File: config.mk
export PLATFORM = sky130hd
export DESIGN_NAME = swcw_config_regs
export DESIGN_NICKNAME = d
export VERILOG_FILES = /design/src/rtl/swcw_pkg.sv /design/src/rtl/swcw_config_regs.sv /design/src/rtl/swcw_sync.sv
export SDC_FILE = /design/constraint.sdc
export NUM_CORES = 1
export LEC_CHECK = 0
export BUFFER_PORTS_ARGS = -buffer_cell sky130_fd_sc_hd__buf_2
export CAP_MARGIN = 20
export CELL_PAD_IN_SITES_DETAIL_PLACEMENT = 1
export CELL_PAD_IN_SITES_GLOBAL_PLACEMENT = 1
export CORE_MARGIN = 4
export CORE_UTILIZATION = 42
export DETAILED_ROUTE_END_ITERATION = 10
export HOLD_SLACK_MARGIN = 0.12
export MAX_ROUTING_LAYER = met4
export PLACE_DENSITY = 0.83
export SETUP_SLACK_MARGIN = 0.3
export SYNTH_ARGS = -nofsm -noshare
export SYNTH_HDL_FRONTEND = slang
export SYNTH_SLANG_ARGS = --single-unit
export TNS_END_PERCENT = 100
File: constraint.sdc
create_clock -name i_mclk -period 2.1 [get_ports i_mclk]
set_clock_uncertainty 0.2 [all_clocks]
set_input_delay 0.21 -clock i_mclk [delete_from_list [all_inputs] [get_ports i_mclk]]
set_output_delay 0.21 -clock i_mclk [all_outputs]
set_load 0.02 [all_outputs]
File: src/rtl/swcw_pkg.sv
package swcw_pkg;

    // ------------------------------------------------------------
    // register map (seven-bit addresses)
    // ------------------------------------------------------------
    localparam logic [6:0] SWCW_ADDR_WDOG_SETUP = 7'h03;
    localparam logic [6:0] SWCW_ADDR_XCVR_MODE = 7'h04;
    localparam logic [6:0] SWCW_ADDR_INT_WAKE = 7'h06;
    localparam logic [6:0] SWCW_ADDR_EXT_WAKE = 7'h07;

    // ------------------------------------------------------------
    // values after power-on or soft reset
    // ------------------------------------------------------------
    localparam logic [7:0] SWCW_RST_WDOG_SETUP = 8'h14;
    localparam logic [7:0] SWCW_RST_XCVR_MODE = 8'h00;
    localparam logic [7:0] SWCW_RST_INT_WAKE = 8'h00;
    localparam logic [7:0] SWCW_RST_EXT_WAKE = 8'h01;
    // transceiver mode loaded instead of off in development mode
    localparam logic [2:0] SWCW_DEV_XCVR_MODE = 3'h3;

    // ------------------------------------------------------------
    // writable bit masks, reserved bits stay zero
    // ------------------------------------------------------------
    localparam logic [7:0] SWCW_MASK_WDOG_SETUP = 8'hf7;
    localparam logic [7:0] SWCW_MASK_XCVR_MODE = 8'h07;
    localparam logic [7:0] SWCW_MASK_INT_WAKE = 8'h44;
    localparam logic [7:0] SWCW_MASK_EXT_WAKE = 8'ha1;

    // ------------------------------------------------------------
    // field positions
    // ------------------------------------------------------------
    localparam int SWCW_WD_CHECKSUM_BIT = 7;
    localparam int SWCW_WD_STOP_OFF_LO_BIT = 6;
    localparam int SWCW_WD_TYPE_BIT = 5;
    localparam int SWCW_WD_BUS_WAKE_BIT = 4;
    localparam int SWCW_WD_PERIOD_MSB = 2;
    localparam int SWCW_XCVR_SWK_BIT = 2;
    localparam int SWCW_IW_TIMER_BIT = 6;
    localparam int SWCW_IW_STOP_OFF_HI_BIT = 2;
    localparam int SWCW_EW_INT_GLOBAL_BIT = 7;
    localparam int SWCW_EW_VSENSE_BIT = 5;
    localparam int SWCW_EW_HV_WAKE_BIT = 0;

    // ------------------------------------------------------------
    // transceiver mode codes (low two bits)
    // ------------------------------------------------------------
    localparam logic [1:0] SWCW_XCVR_OFF = 2'h0;
    localparam logic [1:0] SWCW_XCVR_WAKE_CAP = 2'h1;
    localparam logic [1:0] SWCW_XCVR_RX_ONLY = 2'h2;
    localparam logic [1:0] SWCW_XCVR_NORMAL = 2'h3;

    // ------------------------------------------------------------
    // chip operating modes as reported by the mode controller
    // ------------------------------------------------------------
    typedef enum logic [1:0] {
        SWCW_MODE_NORMAL = 2'h0,
        SWCW_MODE_SLEEP = 2'h1,
        SWCW_MODE_STOP = 2'h2,
        SWCW_MODE_RESET = 2'h3
    } swcw_mode_t;

    // ------------------------------------------------------------
    // watchdog periods in milliseconds, code 000 to 111
    // ------------------------------------------------------------
    localparam logic [13:0] SWCW_WD_MS_0 = 14'd10;
    localparam logic [13:0] SWCW_WD_MS_1 = 14'd20;
    localparam logic [13:0] SWCW_WD_MS_2 = 14'd50;
    localparam logic [13:0] SWCW_WD_MS_3 = 14'd100;
    localparam logic [13:0] SWCW_WD_MS_4 = 14'd200;
    localparam logic [13:0] SWCW_WD_MS_5 = 14'd500;
    localparam logic [13:0] SWCW_WD_MS_6 = 14'd1000;
    localparam logic [13:0] SWCW_WD_MS_7 = 14'd10000;

    // cycles the strap synchroniser needs before the strap is trusted
    localparam logic [1:0] SWCW_STRAP_SETTLE = 2'h3;

endpackage : swcw_pkg

File: src/rtl/swcw_config_regs.sv
`timescale 1ns/1ps

//------------------------------------------------------------
// Overview of operation
// - stop-mode watchdog deactivation needs both pair bits set.
// - second deactivation bit clears on stop to normal transition.
// - watchdog type bit selects time-out (0) or window (1).
// - bus-wake start bit lets a stop-mode bus wake start the watchdog.
// - period code 000..111 maps to 10 ms up to 10000 ms.
// - reserved bits always read zero.
// - mode codes off, wake capable, receive only, normal; top bit selective wake.
// - hardware never changes the selective-wake bit.
// - sleep entry without system error turns normal into wake capable.
// - receive only becomes wake capable on sleep, stays on stop.
// - wake capable or off stays unchanged on sleep or stop entry.
// - fail-safe entry rewrites transceiver mode to 0000 0x01.
// - development mode resets transceiver mode to normal without selective wake.
// - internal wake bit 6 enables cyclic timer wake.
// - global interrupt bit chooses wake-only or all status interrupt sources.
// - voltage sense select suppresses wake events from the wake input.
// - external wake bit 0 enables the high-voltage wake input.
// - watchdog setup sits at address 0000011, reset value 0001 0100.
//------------------------------------------------------------

module swcw_config_regs (
    // clock, reset, enable
    input wire logic i_mclk,
    input wire logic i_resetn,
    input wire logic i_clk_en,
    // register port from the serial frame decoder
    input wire logic i_reg_wr,
    input wire logic [6:0] i_reg_addr,
    input wire logic [7:0] i_reg_wdata,
    output logic [7:0] o_reg_rdata,
    // chip state and events, same clock
    input wire swcw_pkg::swcw_mode_t i_sbc_mode,
    input wire logic i_soft_reset,
    input wire logic i_fail_safe_entry,
    input wire logic i_system_error_flag,
    input wire logic i_bus_wake_in_stop,
    input wire logic i_timer_wake,
    input wire logic i_status_event,
    // pins from outside the clock domain
    input wire logic i_dev_mode_pin,
    input wire logic i_hv_wake_input,
    // watchdog configuration outputs
    output logic o_wdog_type_window,
    output logic [13:0] o_wdog_period_ms,
    output logic o_wdog_stop_off,
    output logic o_wdog_start_long_window,
    output logic o_wdog_cfg_parity_err,
    // transceiver and wake outputs
    output logic [2:0] o_can_mode,
    output logic o_cyclic_timer_wake_enable,
    output logic o_voltage_sense_select,
    output logic o_wake_event,
    output logic o_interrupt_out_n
);

    import swcw_pkg::*;

    //------------------------------------------------------------
    // functions
    //------------------------------------------------------------

    // period code to milliseconds
    function automatic logic [13:0] period_ms(input logic [2:0] code);
        case (code)
            3'h0: return SWCW_WD_MS_0;
            3'h1: return SWCW_WD_MS_1;
            3'h2: return SWCW_WD_MS_2;
            3'h3: return SWCW_WD_MS_3;
            3'h4: return SWCW_WD_MS_4;
            3'h5: return SWCW_WD_MS_5;
            3'h6: return SWCW_WD_MS_6;
            default: return SWCW_WD_MS_7;
        endcase
    endfunction : period_ms

    // masked write, reserved positions forced to zero
    function automatic logic [7:0] masked(input logic [7:0] data, input logic [7:0] mask);
        return data & mask;
    endfunction : masked

    // sleep-entry mapping of the low two transceiver mode bits
    // stop entry has no branch, so the mode is kept
    function automatic logic [1:0] sleep_map(input logic [1:0] cur, input logic system_error_flag);
        case (cur)
            SWCW_XCVR_NORMAL: return system_error_flag ? cur : SWCW_XCVR_WAKE_CAP;
            SWCW_XCVR_RX_ONLY: return SWCW_XCVR_WAKE_CAP;
            default: return cur;
        endcase
    endfunction : sleep_map

    //------------------------------------------------------------
    // pin synchronisers
    //------------------------------------------------------------

    logic [1:0] pins_sync;
    logic dev_mode_s;
    logic hv_wake_s;

    swcw_sync #(
        .WIDTH(2)
    ) u_pin_sync (
        .i_mclk(i_mclk),
        .i_resetn(i_resetn),
        .i_clk_en(i_clk_en),
        .i_async({i_dev_mode_pin, i_hv_wake_input}),
        .o_sync(pins_sync)
    );

    assign dev_mode_s = pins_sync[1];
    assign hv_wake_s = pins_sync[0];

    //------------------------------------------------------------
    // decode and chip mode transitions
    //------------------------------------------------------------

    logic wr_wdog;
    logic wr_xcvr;
    logic wr_iwake;
    logic wr_ewake;
    swcw_mode_t mode_prev_q;
    logic enter_sleep;
    logic stop_to_normal;
    logic [1:0] strap_cnt_q;
    logic strap_load;

    // register strobes
    assign wr_wdog = i_reg_wr && (i_reg_addr == SWCW_ADDR_WDOG_SETUP);
    assign wr_xcvr = i_reg_wr && (i_reg_addr == SWCW_ADDR_XCVR_MODE);
    assign wr_iwake = i_reg_wr && (i_reg_addr == SWCW_ADDR_INT_WAKE);
    assign wr_ewake = i_reg_wr && (i_reg_addr == SWCW_ADDR_EXT_WAKE);

    // previous chip mode for edge detection
    always_ff @(posedge i_mclk or negedge i_resetn) begin
        if (!i_resetn) begin
            mode_prev_q <= SWCW_MODE_NORMAL;
        end else if (i_clk_en) begin
            mode_prev_q <= i_sbc_mode;
        end
    end

    assign enter_sleep = (i_sbc_mode == SWCW_MODE_SLEEP) && (mode_prev_q != SWCW_MODE_SLEEP);
    assign stop_to_normal = (i_sbc_mode == SWCW_MODE_NORMAL) && (mode_prev_q == SWCW_MODE_STOP);

    // strap trusted only once the synchroniser has filled
    always_ff @(posedge i_mclk or negedge i_resetn) begin
        if (!i_resetn) begin
            strap_cnt_q <= 2'h0;
        end else if (i_clk_en && strap_cnt_q != SWCW_STRAP_SETTLE) begin
            strap_cnt_q <= strap_cnt_q + 2'h1;
        end
    end

    // one-cycle strobe while the count is one below the settle count
    assign strap_load = (strap_cnt_q == SWCW_STRAP_SETTLE - 2'h1);

    //------------------------------------------------------------
    // watchdog setup register
    //------------------------------------------------------------

    logic [7:0] wdog_q;

    always_ff @(posedge i_mclk or negedge i_resetn) begin
        if (!i_resetn) begin
            wdog_q <= SWCW_RST_WDOG_SETUP;
        end else if (i_clk_en) begin
            if (i_soft_reset) begin
                wdog_q <= SWCW_RST_WDOG_SETUP;
            end else if (wr_wdog) begin
                wdog_q <= masked(i_reg_wdata, SWCW_MASK_WDOG_SETUP);
            end
        end
    end

    //------------------------------------------------------------
    // transceiver mode register
    //------------------------------------------------------------

    logic swk_q;
    logic [1:0] xcvr_lo_q;
    logic [1:0] xcvr_lo_d;

    // selective-wake bit follows software only
    // hardware never touches
    always_ff @(posedge i_mclk or negedge i_resetn) begin
        if (!i_resetn) begin
            swk_q <= SWCW_RST_XCVR_MODE[SWCW_XCVR_SWK_BIT];
        end else if (i_clk_en) begin
            if (i_soft_reset) begin
                swk_q <= SWCW_RST_XCVR_MODE[SWCW_XCVR_SWK_BIT];
            end else if (wr_xcvr) begin
                swk_q <= i_reg_wdata[SWCW_XCVR_SWK_BIT];
            end
        end
    end

    // low bits: hardware events outrank a write in the same cycle
    always_comb begin
        xcvr_lo_d = xcvr_lo_q;
        if (wr_xcvr) begin
            xcvr_lo_d = i_reg_wdata[1:0];
        end
        if (i_fail_safe_entry) begin
            xcvr_lo_d = SWCW_XCVR_WAKE_CAP;
        end else if (enter_sleep) begin
            xcvr_lo_d = sleep_map(xcvr_lo_q, i_system_error_flag);
        end
    end

    always_ff @(posedge i_mclk or negedge i_resetn) begin
        if (!i_resetn) begin
            xcvr_lo_q <= SWCW_RST_XCVR_MODE[1:0];
        end else if (i_clk_en) begin
            if (i_soft_reset || strap_load) begin
                xcvr_lo_q <= dev_mode_s ? SWCW_DEV_XCVR_MODE[1:0] : SWCW_RST_XCVR_MODE[1:0];
            end else begin
                xcvr_lo_q <= xcvr_lo_d;
            end
        end
    end

    //------------------------------------------------------------
    // internal and external wake registers
    //------------------------------------------------------------

    logic [7:0] iwake_q;
    logic [7:0] ewake_q;

    // internal wake: timer enable and second stop-deactivation bit
    always_ff @(posedge i_mclk or negedge i_resetn) begin
        if (!i_resetn) begin
            iwake_q <= SWCW_RST_INT_WAKE;
        end else if (i_clk_en) begin
            if (i_soft_reset) begin
                iwake_q <= SWCW_RST_INT_WAKE;
            end else begin
                if (wr_iwake) begin
                    iwake_q <= masked(i_reg_wdata, SWCW_MASK_INT_WAKE);
                end
                if (stop_to_normal) begin
                    iwake_q[SWCW_IW_STOP_OFF_HI_BIT] <= 1'b0;
                end
            end
        end
    end

    // external wake: global interrupt, voltage sense, wake enable
    always_ff @(posedge i_mclk or negedge i_resetn) begin
        if (!i_resetn) begin
            ewake_q <= SWCW_RST_EXT_WAKE;
        end else if (i_clk_en) begin
            if (i_soft_reset) begin
                ewake_q <= SWCW_RST_EXT_WAKE;
            end else if (wr_ewake) begin
                ewake_q <= masked(i_reg_wdata, SWCW_MASK_EXT_WAKE);
            end
        end
    end

    //------------------------------------------------------------
    // read path
    //------------------------------------------------------------

    logic [7:0] rdata_d;

    always_comb begin
        case (i_reg_addr)
            SWCW_ADDR_WDOG_SETUP: rdata_d = wdog_q & SWCW_MASK_WDOG_SETUP;
            SWCW_ADDR_XCVR_MODE: rdata_d = {5'h00, swk_q, xcvr_lo_q};
            SWCW_ADDR_INT_WAKE: rdata_d = iwake_q & SWCW_MASK_INT_WAKE;
            SWCW_ADDR_EXT_WAKE: rdata_d = ewake_q & SWCW_MASK_EXT_WAKE;
            default: rdata_d = 8'h00;
        endcase
    end

    // read data one cycle after the address
    always_ff @(posedge i_mclk or negedge i_resetn) begin
        if (!i_resetn) begin
            o_reg_rdata <= 8'h00;
        end else if (i_clk_en) begin
            o_reg_rdata <= rdata_d;
        end
    end

    //------------------------------------------------------------
    // watchdog configuration outputs
    //------------------------------------------------------------

    always_ff @(posedge i_mclk or negedge i_resetn) begin
        if (!i_resetn) begin
            o_wdog_type_window <= SWCW_RST_WDOG_SETUP[SWCW_WD_TYPE_BIT];
            o_wdog_period_ms <= period_ms(SWCW_RST_WDOG_SETUP[SWCW_WD_PERIOD_MSB:0]);
            o_wdog_stop_off <= 1'b0;
            o_wdog_cfg_parity_err <= 1'b0;
            o_wdog_start_long_window <= 1'b0;
        end else if (i_clk_en) begin
            o_wdog_type_window <= wdog_q[SWCW_WD_TYPE_BIT];
            o_wdog_period_ms <= period_ms(wdog_q[SWCW_WD_PERIOD_MSB:0]);
            o_wdog_stop_off <= wdog_q[SWCW_WD_STOP_OFF_LO_BIT] & iwake_q[SWCW_IW_STOP_OFF_HI_BIT];
            // odd parity flagged, software keeps it even
            o_wdog_cfg_parity_err <= ^wdog_q;
            o_wdog_start_long_window <= i_bus_wake_in_stop & wdog_q[SWCW_WD_BUS_WAKE_BIT];
        end
    end

    //------------------------------------------------------------
    // transceiver and wake outputs
    //------------------------------------------------------------

    logic hv_prev_q;
    logic wake_now;

    // edge on the synchronised wake input
    always_ff @(posedge i_mclk or negedge i_resetn) begin
        if (!i_resetn) begin
            hv_prev_q <= 1'b0;
        end else if (i_clk_en) begin
            hv_prev_q <= hv_wake_s;
        end
    end

    assign wake_now = ((hv_wake_s ^ hv_prev_q) && ewake_q[SWCW_EW_HV_WAKE_BIT]
                       && !ewake_q[SWCW_EW_VSENSE_BIT])
                   || (i_timer_wake && iwake_q[SWCW_IW_TIMER_BIT]);

    always_ff @(posedge i_mclk or negedge i_resetn) begin
        if (!i_resetn) begin
            o_can_mode <= SWCW_RST_XCVR_MODE[2:0];
            o_cyclic_timer_wake_enable <= 1'b0;
            o_voltage_sense_select <= 1'b0;
            o_wake_event <= 1'b0;
            o_interrupt_out_n <= 1'b1;
        end else if (i_clk_en) begin
            o_can_mode <= {swk_q, xcvr_lo_q};
            o_cyclic_timer_wake_enable <= iwake_q[SWCW_IW_TIMER_BIT];
            o_voltage_sense_select <= ewake_q[SWCW_EW_VSENSE_BIT];
            o_wake_event <= wake_now;
            // interrupt low one cycle per qualifying event
            o_interrupt_out_n <= !(wake_now || (i_status_event && ewake_q[SWCW_EW_INT_GLOBAL_BIT]));
        end
    end

endmodule : swcw_config_regs

File: src/rtl/swcw_sync.sv
`timescale 1ns/1ps

module swcw_sync #(
    parameter int WIDTH = 2
) (
    // clock and reset
    input wire logic i_mclk,
    input wire logic i_resetn,
    input wire logic i_clk_en,
    // asynchronous levels in, synchronised levels out
    input wire logic [WIDTH-1:0] i_async,
    output logic [WIDTH-1:0] o_sync
);

    logic [WIDTH-1:0] meta_q;
    logic [WIDTH-1:0] sync_q;

    // two stages, the first is read only by the second
    always_ff @(posedge i_mclk or negedge i_resetn) begin
        if (!i_resetn) begin
            meta_q <= '0;
            sync_q <= '0;
        end else if (i_clk_en) begin
            meta_q <= i_async;
            sync_q <= meta_q;
        end
    end

    assign o_sync = sync_q;

endmodule : swcw_sync

==> out/summary.txt <==
Outcome - finished clean
Post-Syn Area - 2680 µm²
CP peak stage delay - 400 ps
Power density over the cells - 759 nW/µm²
Top-count cell post-synth - dfrtp_1
Port bufs - 56
RR Startpoint - strap_cnt_q[1]
H-tree levels - 2
Synth area leader - dfrtp_1
Worst Hold Class - in2reg
IO Count - 62
First-pass GRT wire length - 11,800 µm
Yosys top cell area share - 0.420
Die footprint - 7730 µm²
IR drop worst, VDD - 0.406 mV
CTS Sinks - 52
Final hold vios - 0
CTS Buffer Depth - 2
Crit. End Element - register
Gr usage total - 0.205
Seq. cell area - 1310 µm²
Setup total negative slack - 0 ps
R2R cell count - 4
Crit Path Class - reg2reg
Worst-Margin Slew - 530 ps
Sequential share of the synthesized area - 0.488
Crit path launch - strap_cnt_q[1]
R2R Setup Slk - 260 ps
First drt pass iteration count - 4
Critical-path cell list - ha_2 -> or3_4 -> o32a_1 -> mux2_4
Worst Setup Start Kind - register
Slew headroom - 0.647
Reg clk slew, reported paths - 100 ps
Share of cells above drive strength 1 - 0.350
Die height - 87.9 µm
CP required - 2110 ps
DP HPWL - 4870 µm
Clock tree from TritonCTS - built
Final slew viol count - 0
Ys async rst share - 1.00
Max frequency - 542 MHz
Core area - 6060 µm²
Worst-path fanout max - 3
Largest net degree at the start of global routing - 33
Die Wd - 87.9 µm
Ant. Diodes - 0
Post-place setup slack - 155 ps
Top_reg_cell synth - dfrtp_1
Commonest cells in the netlist - dfrtp_1 (45), nor2_1 (16), mux2_2 (15), nand2_1 (15), inv_1 (14)
Synth top area cells - dfrtp_1 (42%), dfstp_2 (6.9%), mux2_2 (6.3%), ha_1 (2.8%), o2bb2ai_1 (2.3%)
WHS - 140 ps
Period Utilization, post-route - 0.878
RD Place Congestion - 0.828
Synthesis-to-layout area growth - 27.6%
CP arrival - 1850 ps
Yosys reg bits - 52
Syn. warnings - 0
Final worst slack - 256 ps
DR WL/cell - 17.9 µm
Final wirelength - 7160 µm
Min Tclk post-route - 1840 ps
Synth Instances - 245
Distinct cells, synth - 62
P_leak - 1.61 nW
Initial Util - 0.443
Worst skew pair latency - 310 ps
Drt drc - 0
Filler instances - 667
Number of synthesized flops with an enable pin - 0
RR Endpoint - xcvr_lo_q[0]
Vias per inst - 5.49
Mean Syn Cell Area - 11.0 µm²
Crit path to - xcvr_lo_q[0]
Setup violators final - 0
CTS Root Cell - clkbuf_8
Unrepaired setup endpoints after global routing - true
Number of routed nets with antenna violations - 0
Row count - 28
Vias in the first global route - 2,337
Vias - 2,200
Cell at the slowest stage of the critical path - dfrtp_1
Inserted Clock Buffers - 5
MaxCap Viol Count - 0
Initial detailed-routing violation count - 113
Global route overflow - 0
Final #Nets - 360
Initial antenna violation count - 0
Multi-input gate area - 1240 µm²
==> placed cells by master (no fill, tap or decap), types with 10 or more instances in the layout <==
cell type / netlist / layout
buf_4: 6 / 11
nor2_1: 16 / 16
o21ai_0: 10 / 10
buf_2: 3 / 56
nand2_1: 15 / 14
inv_1: 14 / 14
mux2_2: 15 / 14
dfrtp_1: 45 / 43
dlygate4sd3_1: 0 / 20
==> power breakdown <==
part	switching, mW	internal (mW)	leakage (nW)
combinational	0.321	0.293	0.889
clock	0.340	0.421	0.0645
sequential	0.0920	1.13	0.653
total	0.752	1.85	1.61
==> stage by stage <==
stage / util / std cells / power [mW] / cell area [µm²]
2_1_floorplan: - / 248 / 1.58 / 2700
3_3_place_gp: 0.496 / 365 / 1.74 / 3010
3_5_place_dp: 0.496 / 365 / 1.78 / 3010
4_1_cts: 0.559 / 397 / 2.61 / 3390
5_1_grt: 0.565 / 401 / 2.75 / 3420
6_report: 0.565 / 401 / 2.60 / 3420
==> cell type report <==
cell class              instances  share of cell area
clock buffers                   7              0.0281
clock inverters                 1             0.00877
inverters                      14              0.0153
multi-input cells             163               0.364
flip-flops and latches         52               0.383
well taps                      75              0.0274
repair buffers                 89               0.174
==> registers in the layout (all words and copies together), names as in the netlist, 3 cells and up <==
register	count
o_reg_rdata	7
o_can_mode	3
wdog_q	7
ewake_q	3
o_wdog_period_ms	10
==> logic make-up after synthesis <==
group,synth area share
simple gates,0.148
compound gates,0.169
flops,0.488
buf+inv,0.0643
mux,0.0779
xor+xnor,0.0228
fa+ha+maj,0.0280
other cells,0.00140
==> critical path: cells and delay by family (launching register included) <==
kind,cells,cell delay [ps]
multiplexers,1,260
AO/OA/AOI/OAI,1,300
adder cells (fa/ha/maj),1,190
flip-flops,1,400
AND/OR/NAND/NOR,1,380
==> what timing repair did <==
action                                 4_1_cts  5_1_grt
resized for setup                            5        2
endpoints found under the hold margin       71        0
buffers inserted                             4        4
hold buffers                                20        0
setup endpoints to repair                    9        8
pin swaps                                    2        1
==> routing by layer <==
| metal | vias to the layer above | global-route usage | wire, µm |
|---|---|---|---|
| met5 | - | - | 0 |
| met4 | 0 | 0.0488 | 60 |
| met3 | 7 | 0.0395 | 318 |
| met2 | 50 | 0.340 | 3600 |
| met1 | 1115 | 0.258 | 3190 |
| li1 | 1028 | - | - |
==> worst min path at each step <==
| stage | to | slack (ps) | cells after the start | from |
|---|---|---|---|---|
| floorplan | ewake_q[5] | -290 | 0 | i_resetn |
| global placement | o_wdog_period_ms[5] | 10 | 1 | i_resetn |
| detailed placement | o_wdog_period_ms[5] | 20 | 1 | i_resetn |
| CTS | o_reg_rdata[2] | 130 | 3 | i_clk_en |
| global route | o_reg_rdata[2] | 140 | 3 | i_clk_en |
| finish | o_wdog_stop_off | 140 | 2 | i_clk_en |
Power figures use the tool's default switching activity.
